### src/logic/iosad_pkg.sv
// package: offsets, field positions and codes of the i/o space decoder
package iosad_pkg;

  // i/o offsets (6-bit i/o address space)
  localparam logic [5:0] IOSAD_PORT_B_INPUT = 6'h03;
  localparam logic [5:0] IOSAD_PORT_B_DIRECTION = 6'h04;
  localparam logic [5:0] IOSAD_PORT_B_OUTPUT = 6'h05;
  localparam logic [5:0] IOSAD_PORT_C_INPUT = 6'h06;
  localparam logic [5:0] IOSAD_PORT_C_DIRECTION = 6'h07;
  localparam logic [5:0] IOSAD_PORT_C_OUTPUT = 6'h08;
  localparam logic [5:0] IOSAD_PORT_D_INPUT = 6'h09;
  localparam logic [5:0] IOSAD_PORT_D_DIRECTION = 6'h0a;
  localparam logic [5:0] IOSAD_PORT_D_OUTPUT = 6'h0b;
  localparam logic [5:0] IOSAD_PORT_E_INPUT = 6'h0c;
  localparam logic [5:0] IOSAD_PORT_E_DIRECTION = 6'h0d;
  localparam logic [5:0] IOSAD_PORT_E_OUTPUT = 6'h0e;
  localparam logic [5:0] IOSAD_TIMER0_IRQ_FLAGS = 6'h15;
  localparam logic [5:0] IOSAD_TIMER1_IRQ_FLAGS = 6'h16;
  localparam logic [5:0] IOSAD_TIMER2_IRQ_FLAGS = 6'h17;
  localparam logic [5:0] IOSAD_PIN_CHANGE_IRQ_FLAGS = 6'h1b;
  localparam logic [5:0] IOSAD_EXT_IRQ_FLAGS = 6'h1c;
  localparam logic [5:0] IOSAD_EXT_IRQ_MASK = 6'h1d;
  localparam logic [5:0] IOSAD_SCRATCH_REG_0 = 6'h1e;
  localparam logic [5:0] IOSAD_EEPROM_CONTROL = 6'h1f;
  localparam logic [5:0] IOSAD_EEPROM_DATA = 6'h20;
  localparam logic [5:0] IOSAD_EEPROM_ADDR_LOW = 6'h21;
  localparam logic [5:0] IOSAD_EEPROM_ADDR_HIGH = 6'h22;
  localparam logic [5:0] IOSAD_TIMER_PRESCALER_CTRL = 6'h23;
  localparam logic [5:0] IOSAD_TIMER0_CTRL_A = 6'h24;
  localparam logic [5:0] IOSAD_TIMER0_CTRL_B = 6'h25;
  localparam logic [5:0] IOSAD_TIMER0_COUNT = 6'h26;
  localparam logic [5:0] IOSAD_TIMER0_COMPARE_A = 6'h27;
  localparam logic [5:0] IOSAD_TIMER0_COMPARE_B = 6'h28;
  localparam logic [5:0] IOSAD_SCRATCH_REG_1 = 6'h2a;
  localparam logic [5:0] IOSAD_SCRATCH_REG_2 = 6'h2b;
  localparam logic [5:0] IOSAD_SPI_CONTROL = 6'h2c;
  localparam logic [5:0] IOSAD_SPI_STATUS = 6'h2d;
  localparam logic [5:0] IOSAD_SPI_DATA = 6'h2e;
  localparam logic [5:0] IOSAD_ANALOG_COMP_OUTPUT_CTRL = 6'h2f;
  localparam logic [5:0] IOSAD_ANALOG_COMP_CTRL_STATUS = 6'h30;

  // address windows
  localparam logic [5:0] IOSAD_BIT_LIMIT = 6'h20;
  localparam logic [7:0] IOSAD_MEM_IO_BASE = 8'h20;
  localparam logic [7:0] IOSAD_MEM_EXT_BASE = 8'h60;
  localparam logic [7:0] IOSAD_MEM_EXT_TOP = 8'hff;

  // field positions inside mixed registers
  localparam int IOSAD_SPI_LIVE_LSB = 6;
  localparam int IOSAD_ACO_BIT = 5;
  localparam int IOSAD_ACI_BIT = 4;

  // reset value of every stored bit
  localparam logic [7:0] IOSAD_REG_RST = 8'h00;

  // dedicated i/o operations issued by the core
  typedef enum logic [2:0] {
    IOSAD_OP_IN = 3'h0,
    IOSAD_OP_OUT = 3'h1,
    IOSAD_OP_SET_BIT = 3'h2,
    IOSAD_OP_CLR_BIT = 3'h3,
    IOSAD_OP_SKIP_HIGH = 3'h4,
    IOSAD_OP_SKIP_LOW = 3'h5
  } iosad_io_op_t;

endpackage

### src/logic/iosad_io_space_access_decode.sv
// i/o register space decoder with bit access and extended area routing
//
// What this block does
// - low 32 i/o addresses take bit set/clear
// - low 32 i/o addresses support bit skip tests
// - some flags clear on written one only
// - bit set/clear touches only the addressed bit
// - i/o ops use 6-bit addresses 0x00-0x3f
// - data space sees i/o at address plus 0x20
// - extended area 0x60-0xff only via load/store
`timescale 1ns/1ps

module iosad_io_space_access_decode
(
  // clock and reset
  input wire logic clk_sys,
  input wire logic rst,
  // dedicated i/o instruction port
  input wire logic io_valid,
  input wire iosad_pkg::iosad_io_op_t io_op,
  input wire logic [5:0] io_addr,
  input wire logic [2:0] io_bit,
  input wire logic [7:0] io_wdata,
  // load/store data space port
  input wire logic mem_valid,
  input wire logic mem_write,
  input wire logic [7:0] mem_addr,
  input wire logic [7:0] mem_wdata,
  // answers to the core
  output logic rd_valid,
  output logic [7:0] rd_data,
  output logic skip_valid,
  output logic skip_taken,
  output logic access_error,
  // live peripheral levels
  input wire logic [7:0] port_b_pins,
  input wire logic [7:0] port_c_pins,
  input wire logic [7:0] port_d_pins,
  input wire logic [7:0] port_e_pins,
  input wire logic [1:0] spi_status_live,
  input wire logic acomp_level,
  // flag set events from peripherals
  input wire logic [7:0] timer0_evt,
  input wire logic [7:0] timer1_evt,
  input wire logic [7:0] timer2_evt,
  input wire logic [7:0] ext_irq_evt,
  input wire logic [7:0] pin_chg_evt,
  input wire logic acomp_evt,
  // extended i/o area
  output logic ext_rd,
  output logic ext_wr,
  output logic [7:0] ext_addr,
  output logic [7:0] ext_wdata,
  input wire logic [7:0] ext_rdata,
  // register contents seen by the peripherals
  output logic [63:0][7:0] io_reg_image
);
  import iosad_pkg::*;

  // ****************************************************************
  // bit layout of the map
  // ****************************************************************

  // bits stored and written plainly; missing bits are reserved unless a flag or live bit
  function automatic logic [7:0] rw_mask(input logic [5:0] a);
    case (a)
      IOSAD_PORT_B_DIRECTION, IOSAD_PORT_B_OUTPUT: rw_mask = 8'hff;
      IOSAD_PORT_C_DIRECTION, IOSAD_PORT_C_OUTPUT: rw_mask = 8'h7f;
      IOSAD_PORT_D_DIRECTION, IOSAD_PORT_D_OUTPUT: rw_mask = 8'hff;
      IOSAD_PORT_E_DIRECTION, IOSAD_PORT_E_OUTPUT: rw_mask = 8'h0f;
      IOSAD_EXT_IRQ_MASK: rw_mask = 8'h03;
      IOSAD_SCRATCH_REG_0: rw_mask = 8'hff;
      IOSAD_EEPROM_CONTROL: rw_mask = 8'h3f;
      IOSAD_EEPROM_DATA, IOSAD_EEPROM_ADDR_LOW: rw_mask = 8'hff;
      IOSAD_EEPROM_ADDR_HIGH: rw_mask = 8'hff;
      IOSAD_TIMER_PRESCALER_CTRL: rw_mask = 8'h83;
      IOSAD_TIMER0_CTRL_A: rw_mask = 8'hf3;
      IOSAD_TIMER0_CTRL_B: rw_mask = 8'hcf;
      IOSAD_TIMER0_COUNT, IOSAD_TIMER0_COMPARE_A: rw_mask = 8'hff;
      IOSAD_TIMER0_COMPARE_B: rw_mask = 8'hff;
      IOSAD_SCRATCH_REG_1, IOSAD_SCRATCH_REG_2: rw_mask = 8'hff;
      IOSAD_SPI_CONTROL, IOSAD_SPI_DATA: rw_mask = 8'hff;
      IOSAD_SPI_STATUS: rw_mask = 8'h01;
      IOSAD_ANALOG_COMP_OUTPUT_CTRL: rw_mask = 8'h01;
      IOSAD_ANALOG_COMP_CTRL_STATUS: rw_mask = 8'hcf;
      default: rw_mask = 8'h00;
    endcase
  endfunction

  // flags set by hardware and cleared by a written one
  function automatic logic [7:0] w1c_mask(input logic [5:0] a);
    case (a)
      IOSAD_TIMER0_IRQ_FLAGS: w1c_mask = 8'h07;
      IOSAD_TIMER1_IRQ_FLAGS: w1c_mask = 8'h27;
      IOSAD_TIMER2_IRQ_FLAGS: w1c_mask = 8'h07;
      IOSAD_PIN_CHANGE_IRQ_FLAGS: w1c_mask = 8'h07;
      IOSAD_EXT_IRQ_FLAGS: w1c_mask = 8'h03;
      IOSAD_ANALOG_COMP_CTRL_STATUS: w1c_mask = 8'h10;
      default: w1c_mask = 8'h00;
    endcase
  endfunction

  // bits that show a live level and ignore writes
  function automatic logic [7:0] hw_mask(input logic [5:0] a);
    case (a)
      IOSAD_PORT_B_INPUT, IOSAD_PORT_D_INPUT: hw_mask = 8'hff;
      IOSAD_PORT_C_INPUT: hw_mask = 8'h7f;
      IOSAD_PORT_E_INPUT: hw_mask = 8'h0f;
      IOSAD_SPI_STATUS: hw_mask = 8'hc0;
      IOSAD_ANALOG_COMP_CTRL_STATUS: hw_mask = 8'h20;
      default: hw_mask = 8'h00;
    endcase
  endfunction

  // ****************************************************************
  // request decode
  // ****************************************************************

  logic req_open;
  logic io_take;
  logic mem_take;
  logic mem_low;
  logic mem_io;
  logic mem_ext;
  logic [5:0] mem_idx;
  logic bit_ok;
  logic bit_op;
  logic bit_hit;
  logic bit_set;
  logic [7:0] bit_sel;
  logic full_hit;
  logic [5:0] wr_idx;
  logic [7:0] wr_data;
  logic rd_hit;
  logic [5:0] rd_idx;
  logic test_hit;
  logic [7:0] live [64];
  logic [7:0] evt [64];
  logic [7:0] read_val [64];

  // the cycle after an extended read carries its answer, so no request
  assign req_open = !ext_rd;
  assign io_take = io_valid && req_open;
  assign mem_take = mem_valid && req_open && !io_valid;

  // data space windows: core registers, i/o, extended area
  assign mem_low = mem_addr < IOSAD_MEM_IO_BASE;
  assign mem_ext = mem_addr >= IOSAD_MEM_EXT_BASE;
  assign mem_io = !mem_low && !mem_ext;
  assign mem_idx = 6'(mem_addr - IOSAD_MEM_IO_BASE);

  // bit instructions only reach the lower half of i/o space
  assign bit_ok = io_addr < IOSAD_BIT_LIMIT;
  assign bit_set = io_op == IOSAD_OP_SET_BIT;
  assign bit_op = bit_set || io_op == IOSAD_OP_CLR_BIT;
  assign bit_hit = io_take && bit_op && bit_ok;
  assign bit_sel = 8'h01 << io_bit;

  // whole-register writes from either port
  assign full_hit = (io_take && io_op == IOSAD_OP_OUT) ||
                    (mem_take && mem_write && mem_io);
  assign wr_idx = io_take ? io_addr : mem_idx;
  assign wr_data = io_take ? io_wdata : mem_wdata;

  // whole-register reads; core register window reads as zero
  assign rd_hit = (io_take && io_op == IOSAD_OP_IN) ||
                  (mem_take && !mem_write && !mem_ext);
  assign rd_idx = io_take ? io_addr : mem_idx;
  assign test_hit = io_take &&
    (io_op == IOSAD_OP_SKIP_HIGH || io_op == IOSAD_OP_SKIP_LOW);

  // routing of peripheral levels and events onto addresses
  always_comb
  begin
    for (int i = 0; i < 64; i++)
    begin
      live[i] = 8'h00;
      evt[i] = 8'h00;
    end
    live[IOSAD_PORT_B_INPUT] = port_b_pins;
    live[IOSAD_PORT_C_INPUT] = port_c_pins;
    live[IOSAD_PORT_D_INPUT] = port_d_pins;
    live[IOSAD_PORT_E_INPUT] = port_e_pins;
    live[IOSAD_SPI_STATUS] = 8'(spi_status_live) << IOSAD_SPI_LIVE_LSB;
    live[IOSAD_ANALOG_COMP_CTRL_STATUS] = 8'(acomp_level) << IOSAD_ACO_BIT;
    evt[IOSAD_TIMER0_IRQ_FLAGS] = timer0_evt;
    evt[IOSAD_TIMER1_IRQ_FLAGS] = timer1_evt;
    evt[IOSAD_TIMER2_IRQ_FLAGS] = timer2_evt;
    evt[IOSAD_EXT_IRQ_FLAGS] = ext_irq_evt;
    evt[IOSAD_PIN_CHANGE_IRQ_FLAGS] = pin_chg_evt;
    evt[IOSAD_ANALOG_COMP_CTRL_STATUS] = 8'(acomp_evt) << IOSAD_ACI_BIT;
  end

  // ****************************************************************
  // register storage, one entry per i/o address
  // ****************************************************************

  for (genvar a = 0; a < 64; a++)
  begin : g_reg
    localparam logic [5:0] ADDR = 6'(a);
    localparam logic [7:0] RW = rw_mask(ADDR);
    localparam logic [7:0] W1 = w1c_mask(ADDR);
    localparam logic [7:0] HW = hw_mask(ADDR);
    logic [7:0] st;
    logic [7:0] clr;
    logic [7:0] next_val;

    // write, bit op and flag events merged; a flag event beats its clear
    always_comb
    begin
      st = io_reg_image[a];
      clr = 8'h00;
      if (full_hit && wr_idx == ADDR)
      begin
        st = (st & ~RW) | (wr_data & RW);
        clr = wr_data & W1;
      end
      else if (bit_hit && io_addr == ADDR)
      begin
        // only the selected bit moves; a set on a flag is a one-write
        if (bit_set)
        begin
          st = st | (bit_sel & RW);
          clr = bit_sel & W1;
        end
        else
        begin
          st = st & ~(bit_sel & RW);
        end
      end
      next_val = (st & ~clr & (RW | W1)) | (evt[a] & W1);
    end

    always_ff @(posedge clk_sys or posedge rst)
    begin
      if (rst)
        io_reg_image[a] <= IOSAD_REG_RST;
      else
        io_reg_image[a] <= next_val;
    end

    // reserved bits and addresses read as zero
    assign read_val[a] = (io_reg_image[a] & (RW | W1)) | (live[a] & HW);
  end

  // ****************************************************************
  // answers to the core
  // ****************************************************************

  // read data, one cycle for i/o, two for the extended area
  always_ff @(posedge clk_sys or posedge rst)
  begin
    if (rst)
    begin
      rd_valid <= 1'b0;
      rd_data <= 8'h00;
    end
    else
    begin
      rd_valid <= rd_hit || ext_rd;
      if (ext_rd)
        rd_data <= ext_rdata;
      else if (rd_hit && !(mem_take && mem_low))
        rd_data <= read_val[rd_idx];
      else
        rd_data <= 8'h00;
    end
  end

  // bit tests; out of the lower half they never skip
  always_ff @(posedge clk_sys or posedge rst)
  begin
    if (rst)
    begin
      skip_valid <= 1'b0;
      skip_taken <= 1'b0;
    end
    else
    begin
      skip_valid <= test_hit;
      skip_taken <= test_hit && bit_ok &&
        (read_val[io_addr][io_bit] == (io_op == IOSAD_OP_SKIP_HIGH));
    end
  end

  // misuse flagged, never acted on
  always_ff @(posedge clk_sys or posedge rst)
  begin
    if (rst)
      access_error <= 1'b0;
    else
      access_error <= (io_take && (bit_op || test_hit) && !bit_ok) ||
        (full_hit && (rw_mask(wr_idx) | w1c_mask(wr_idx) |
                      hw_mask(wr_idx)) == 8'h00) ||
        (mem_take && mem_low);
  end

  // extended area strobes; i/o ops have no path here
  always_ff @(posedge clk_sys or posedge rst)
  begin
    if (rst)
    begin
      ext_rd <= 1'b0;
      ext_wr <= 1'b0;
      ext_addr <= 8'h00;
      ext_wdata <= 8'h00;
    end
    else
    begin
      ext_rd <= mem_take && mem_ext && !mem_write;
      ext_wr <= mem_take && mem_ext && mem_write;
      if (mem_take && mem_ext)
      begin
        ext_addr <= mem_addr;
        ext_wdata <= mem_wdata;
      end
    end
  end
endmodule

### config.mk
export PLATFORM = sky130hd
export DESIGN_NAME = iosad_io_space_access_decode
export DESIGN_NICKNAME = d
export VERILOG_FILES = /design/src/logic/iosad_pkg.sv /design/src/logic/iosad_io_space_access_decode.sv
export SDC_FILE = /design/constraint.sdc
export NUM_CORES = 1
export LEC_CHECK = 0
export ABC_AREA = 1
export BUFFER_PORTS_ARGS = -buffer_cell sky130_fd_sc_hd__buf_2
export CAP_MARGIN = 20
export CORE_AREA = 2 2 260 262
export CTS_CLUSTER_DIAMETER = 100
export DETAILED_ROUTE_END_ITERATION = 12
export DIE_AREA = 0 0 262 264
export PLACE_DENSITY = 0.48
export SETUP_SLACK_MARGIN = 0.2
export SLEW_MARGIN = 40
export SYNTH_ARGS = -nofsm -noshare
export SYNTH_HDL_FRONTEND = slang
export SYNTH_SLANG_ARGS = --single-unit
### constraint.sdc
create_clock -name clk_sys -period 11.6 [get_ports clk_sys]
set_clock_uncertainty 0.2 [all_clocks]
set_input_delay 2.32 -clock clk_sys [delete_from_list [all_inputs] [get_ports clk_sys]]
set_output_delay 2.32 -clock clk_sys [all_outputs]
set_load 0.01 [all_outputs]
==> results of run 1 <==
[how the worst max path moves through the flow]
| stage | end | slack, ns | cells past startpoint |
|---|---|---|---|
| final | rd_data[0] | 5.92 | 14 |
| after CTS | rd_data[1] | 5.99 | 12 |
| after detailed placement | rd_data[1] | 5.33 | 12 |
| after global placement | rd_data[1] | 5.39 | 12 |
| after global routing | rd_data[0] | 5.93 | 14 |
| after floorplan | asynchronous set/reset pin | 3.09 | 1 |
[cell families (layout without fill, tap and decap cells)]
logic type,Yosys count,after routing,share of synthesized area [%]
adder cells (fa/ha/maj),2,2,0.1524
multiplexers,6,6,0.4114
AND/OR/NAND/NOR,1000,1000,26.46
flip-flops,219,219,33.37
other,1,328,0.02284
buffers and inverters,575,543,21.53
AO/OA/AOI/OAI,493,493,18.06
[cell type report]
| type | count | area, µm² |
|---|---|---|
| Antenna cell | 5 | 12.51 |
| Clock inverter | 18 | 276.5 |
| Fill cell | 7502 | 47740 |
| Tap cell | 873 | 1092 |
| Multi-Input combinational cell | 1824 | 8740 |
| Clock buffer | 37 | 827.0 |
| Sequential cell | 219 | 5480 |
| Timing Repair Buffer | 341 | 1827 |
| Inverter | 147 | 569.3 |
[cells in the final DEF (no fill, tap or decap), types with 6 or more instances in the layout]
cell type	netlist	layout
nand2_1	655	655
conb_1	1	323
buf_2	38	313
dfrtp_1	219	219
o21ai_0	149	148
nand3_1	138	138
inv_1	114	113
nor2_1	116	109
a21oi_1	92	92
o21ai_1	69	62
o22ai_1	49	49
o221ai_1	34	34
clkbuf_16	0	30
inv_2	30	29
nand4_1	23	23
a31oi_1	22	22
buf_4	330	22
o211ai_1	20	20
nand2_2	18	17
nor2_2	9	14
o21ai_2	9	12
o21bai_1	11	11
o21ai_4	4	9
nor2_4	7	9
nor3_1	8	7
a22oi_1	7	7
nand2_4	5	6
nor2_8	6	6
mux2_2	6	6
bufinv_16	0	6
[metal layers]
layer | routed length (µm) | share of wire, % | vias up | global-route usage, %
met2 | 38790 | 45 | 1030 | 37.67
met3 | 8755 | 10 | 175 | 6.237
met5 | 120 | 0.14 | - | 0
met1 | 34740 | 40 | 8110 | 31.26
li1 | - | - | 7556 | -
met4 | 3414 | 4.0 | 18 | 8.352
[through the flow]
stage	hold WS, ns	utilization (%)	area [µm²]
after floorplan	0.3187	-	17630
after global placement	0.2633	26.42	17590
after detailed placement	0.2697	26.57	17690
after CTS	0.2855	28.23	18790
after global routing	0.3138	28.26	18810
final	0.2754	28.28	18820
[synth_stat cells, drive strengths merged (6+ instances only)]
cell	instances	area, µm²
o21ai	231	1235
a22oi	7	52.55
a21oi	94	493.0
a31oi	22	137.6
o22ai	49	306.5
nand3	141	728.2
o21bai	11	82.58
nand4	23	143.9
clkbuf	48	180.2
dfrtp	219	5480
o221ai	34	297.8
nand2	679	2648
nor2	138	690.7
inv	146	555.5
o311ai	7	61.31
o211ai	20	150.1
mux2	6	67.56
buf	380	2795
nor3	11	82.58
[tightest hold or removal path: cells and delay by family, from the launching register on]
family	cells	cell delay, ns
DFF	1	0.34
and+or+nand+nor	1	0.05
AOI/OAI and AO/OA	1	0.05
[power by group through the flow]
| stage | Clock, mW | Combinational, mW | Sequential (mW) |
|---|---|---|---|
| 2_1_floorplan | 0 | 0.359 | 0.900 |
| 3_5_place_dp | 0 | 0.537 | 0.903 |
| 5_1_grt | 1.10 | 0.587 | 0.896 |
| 6_report | 1.05 | 0.544 | 0.890 |
| 4_1_cts | 1.07 | 0.538 | 0.889 |
| 3_3_place_gp | 0 | 0.531 | 0.903 |
==> results.toml, run 1 <==
[timing]
drv_slew = 0
max_freq_mhz = 175.9
hold_violations = 0
period_share_pct = 49.01
setup_viol_count_final = 0
worst_pin_slew_ns = 0.8465
layout_min_cycle_time_ns = 5.685
fin_setup_tns_ns = 0
layout_setup_ws_ns = 5.915
slew_headroom_pct = 43.35
grt_setup_unrepaired = "no"

[global_routing]
grt-ovfl-total = 0
grt.total_usage_pct = 23.84
grt_pass1_wl_um = 117800
grt_pass1_vias = 15049
grt_max_degree = 92
antenna_found_initial = 13

[clocking]
cts_made_buffers = 30
path_clk_slew_ns = 0.06
cts_max_path_buffers = 3
clockRootBuffer = "clkbuf_16"
tritoncts = "done"
hold_buffers = 0
cts_setup_buffers = 0
htreeDepth = 1
insertion_delay_ns = 0.61
cts_sinks = 219
cts_resized = 0

[synth]
synth_edf_count = 0
yosysSeqAreaShare_pct = 33.37
ys_async_sr_fraction_pct = 100.0
synth_area_um2 = 16420
synth_area_per_cell_um2 = 7.152
synthCells = 2296
ys_types = 56
synth-seq-cells = 219
yosys_warnings = 0
synth_flop_cell = "dfrtp_1"

[final_layout]
nets = 2690
finalNonFillerCells = 3464
syn2layout_area_growth_pct = 14.64
drive_gt1_share_pct = 20.19

[routing]
finalWirelength_um = 85820
ant_nets = 0
viasPerCell = 4.876
drtPass1Iterations = 8
wl_per_cell_um = 24.78
routed-via-count = 16889
drc = 0
drt_iter0_drc = 1894

[floorplan]
io_pins = 667
num_rows = 95
dieArea_um2 = 69170
start_util_pct = 24.67
die_h_um = 264
die_x_um = 262
core_area_um2 = 66560

[pwr]
ir_drop_uv = 104.9
p_switching_mw = 0.8820
pwr-share-seq_pct = 35.8
p_leak_nw = 9.570
p_per_area_nw_per_um2 = 132.1
power_mw = 2.486
p_comb_share_pct = 21.9
p_clk_share_pct = 42.3
internal_power_mw = 1.604
swShare_pct = 35.48

[worst_setup_path]
required_ns = 11.94
crit_path_start_kind = "primary input"
ff2ff_path_depth = 13
cp.arrival_ns = 6.02
crit_path_max_fanout = 42
critPathTopFamily = "buffers and inverters"
r2r-end = "rd_data[0]"
r2r_setup_slack_ns = 7.39
cpPeakStageDelay_ns = 0.71
worstSetupPathType = "in -> reg"
crit_buf_inv = 6
rr_startpoint = "ext_rd"
crit_start = "io_addr[1]"
crit_path_cell_trace = "buf_2 -> buf_4 -> inv_2 -> o21ai_4 -> nand2_4 -> inv_2 -> nand2_2 -> inv_2 -> nand2_1 -> o311ai_1 -> nand2_1 -> inv_1 -> nand3_1 -> nand2_1"
slowest_stage = "o21ai_4"
setup.worst_path.end_class = "register"

[worst_hold_path]
hold_class = "reg -> reg"
min-delay-start = "ext_wdata[1]"
hold_depth = 2
whs_endpoint = "ext_wdata[1]"

[placed_design]
place_congestion = 0.9714
port_buffers = 313
dp_slack_ns = 5.327
dpl.hpwl_um = 65250
place_inst = 3404

[run]
maxCapViolations = 0

[run_status]
status = "complete, no violations"
Power figures use the tool's default switching activity.
==> run 2: changes to the inputs <==
--- a/config.mk
+++ b/config.mk
@@ -5,14 +5,14 @@
 export SDC_FILE = /design/constraint.sdc
 export NUM_CORES = 1
 export LEC_CHECK = 0
-export ABC_AREA = 1
+export ABC_AREA = 0
 export BUFFER_PORTS_ARGS = -buffer_cell sky130_fd_sc_hd__buf_2
 export CAP_MARGIN = 20
-export CORE_AREA = 2 2 260 262
+export CORE_AREA = 2 2 261 263
 export CTS_CLUSTER_DIAMETER = 100
 export DETAILED_ROUTE_END_ITERATION = 12
-export DIE_AREA = 0 0 262 264
-export PLACE_DENSITY = 0.48
+export DIE_AREA = 0 0 263 265
+export PLACE_DENSITY = 0.49
 export SETUP_SLACK_MARGIN = 0.2
 export SLEW_MARGIN = 40
 export SYNTH_ARGS = -nofsm -noshare
==> constraint.sdc (replaced) <==
create_clock -name clk_sys -period 5 [get_ports clk_sys]
set_clock_uncertainty 0.2 [all_clocks]
set_input_delay 1 -clock clk_sys [delete_from_list [all_inputs] [get_ports clk_sys]]
set_output_delay 1 -clock clk_sys [all_outputs]
set_load 0.01 [all_outputs]
==> results.toml, run 2 <==
[floorplan]
num_rows = 95
io_pins = 667
start_util_pct = 24.77
die_h_um = 265
dieArea_um2 = 69700
core_area_um2 = 66800
die_x_um = 263

[placed_design]
port_buffers = 313
dpl.hpwl_um = 62970
place_congestion = 0.9481
place_area_um2 = 17960
dp_slack_ns = 0.7366

[synth]
synthCells = 1890
yosys_warnings = 0
synth_commonest_cells = "335 x buf_4, 274 x nand2_1, 219 x dfrtp_1"
ys_async_sr_fraction_pct = 100.0
synth_most_common_cell = "buf_4"
synth_top_area_share_pct = 33.11
synth_top_area_cell = "dfrtp_1"
synth_flop_cell = "dfrtp_1"
synth_edf_count = 0
yosysSeqAreaShare_pct = 33.11
synthTopCellsByArea = "dfrtp_1 33%, buf_4 15%, mux2i_1 8.2%"
synth_area_um2 = 16550
ys_types = 91
synth-seq-cells = 219
synth_area_per_cell_um2 = 8.756

[final_layout]
nets = 2296
syn2layout_area_growth_pct = 13.95
final_cell_mix = "323 x conb_1, 312 x buf_2, 274 x nand2_1, 219 x dfrtp_1, 135 x o21ai_0"
drive_gt1_share_pct = 24.92
multiInputGateArea_um2 = 9211
layout_commonest_cell = "conb_1"
seqCellArea_um2 = 5480
fin_area_um2 = 18860
fin_util_pct = 28.23
fillers = 7225

[worst_setup_path]
setup.worst_path.end_class = "register"
crit_path_start_kind = "register"
crit_path_max_fanout = 16
critPathTopFamily = "simple AND/OR/NAND/NOR gates"
cpPeakStageDelay_ns = 0.75
crit_path_cell_trace = "nor2b_2 -> buf_4 -> mux2_2 -> nand2_1 -> nor2_1 -> nand2b_1 -> nor2_1 -> a31oi_1"
required_ns = 5.21
path_common_cell = "nor2_1"
worstSetupPathType = "reg -> reg"
cp.arrival_ns = 4.09
crit_buf_inv = 1
slowest_stage = "dfrtp_1"

[routing]
drtPass1Iterations = 7
drt_iter0_drc = 1320
wl_per_cell_um = 26.33
viasPerCell = 4.991
drc = 0
finalWirelength_um = 80640
routed-via-count = 15287
ant_nets = 0

[pwr]
p_switching_mw = 1.917
pwr-share-seq_pct = 38.2
p_leak_nw = 8.883
ir_drop_uv = 219.3
p_comb_share_pct = 24.6
p_clk_share_pct = 37.2
swShare_pct = 35.34
internal_power_mw = 3.508
p_per_area_nw_per_um2 = 287.7

[clocking]
cts_made_buffers = 26
cts_setup_buffers = 0
tritoncts = "done"
path_clk_slew_ns = 0.06
clockRootBuffer = "clkbuf_16"
htreeDepth = 1
hold_buffers = 0
cts_max_path_buffers = 3
cts_resized = 0
insertion_delay_ns = 0.56
cts_sinks = 219

[timing]
grt_setup_unrepaired = "no"
max_freq_mhz = 257.7
hold_violations = 0
layout_setup_ws_ns = 1.120
setup_viol_count_final = 0
layout_min_cycle_time_ns = 3.880
period_share_pct = 77.61
slew_headroom_pct = 45.25
fin_setup_tns_ns = 0
drv_slew = 0
worst_pin_slew_ns = 0.8182

[global_routing]
grt_pass1_vias = 14361
grt-ovfl-total = 0
grt_pass1_wl_um = 111600
antenna_found_initial = 10
grt_max_degree = 103
grt.total_usage_pct = 22.10

[worst_hold_path]
hold_class = "in -> async"

[run]
maxCapViolations = 0

[run_status]
status = "complete, no violations"
-- run 2: cell count changes after synthesis, sizes merged, moves of 22 or more --
cell   before  now
mux2        6   55
o21ai     231  142
nand4      23    1
mux2i       0  137
nand2     679  277
inv       146   10
and3        1   24
nand3     141   33
mux4        0   23
o22ai      49    4
-- run 2: kinds of logic (layout without fill, tap and decap cells) --
| kind of cell | Yosys count | count (layout) | synth area share (%) |
|---|---|---|---|
| xor+xnor | 2 | 2 | 0.1059 |
| mux | 215 | 215 | 15.30 |
| buf+inv | 463 | 438 | 19.00 |
| simple gates | 545 | 545 | 14.82 |
| compound gates | 443 | 443 | 17.49 |
| other cells | 1 | 326 | 0.02266 |
| flops | 219 | 219 | 33.11 |
| fa+ha+maj | 2 | 2 | 0.1512 |
-- run 2: stage by stage --
stage	hold WS (ns)	power, mW	std cells
6_report	0.2262	5.425	3063
3_3_place_gp	0.2856	3.407	3011
5_1_grt	0.2390	5.640	3061
2_1_floorplan	0.3406	2.977	2212
3_5_place_dp	0.2899	3.425	3014
4_1_cts	0.2101	5.454	3060
-- run 2: final timing paths --
| kind | from | cells after the start | end | slack, ns |
|---|---|---|---|---|
| worst min-delay path | rst | 2 | asynchronous set/reset pin | 0.23 |
| worst min register to register | ext_wdata[7] | 1 | ext_wdata[7] | 0.30 |
| max in group asynchronous | rst | 4 | io_reg_image[168] | 3.23 |
| min in group clk_sys | ext_wdata[7] | 1 | ext_wdata[7] | 0.30 |
| worst max register to register | ext_rd | 8 | register | 1.12 |
| worst max-delay path | ext_rd | 8 | register | 1.12 |
-- run 2: final cells by class --
type	instances	share of cell area, %
repair buffers	380	11.27
diodes	3	0.03981
inverters	12	0.2720
clock inverters	11	0.6568
multi-input cells	1530	48.85
clock buffers	35	4.061
flip-flops and latches	219	29.06
well taps	873	5.792
-- run 2: worst reg2reg max path: cells and delay by family (launching register included) --
family | cells | cell delay, ns
and+or+nand+nor | 5 | 2.06
DFF | 1 | 0.75
muxes | 1 | 0.46
buffers and inverters | 1 | 0.23
AOI/OAI and AO/OA | 1 | 0.06
-- run 2: power by group through the flow --
stage               combinational (mW)  clock, mW  sequential [mW]
global placement                  1.31          0             2.10
CTS                               1.33       2.06             2.07
global route                      1.42       2.13             2.09
finish                            1.33       2.02             2.07
detailed placement                1.32          0             2.10
floorplan                        0.883          0             2.09
-- run 2: routing by layer --
| metal | track usage (%) | routed length (µm) | vias to the layer above |
|---|---|---|---|
| met4 | 8.803 | 3434 | 14 |
| met3 | 4.078 | 6074 | 156 |
| met5 | 0 | 99 | - |
| met1 | 27.44 | 31860 | 7588 |
| met2 | 37.84 | 39170 | 889 |
| li1 | - | - | 6640 |
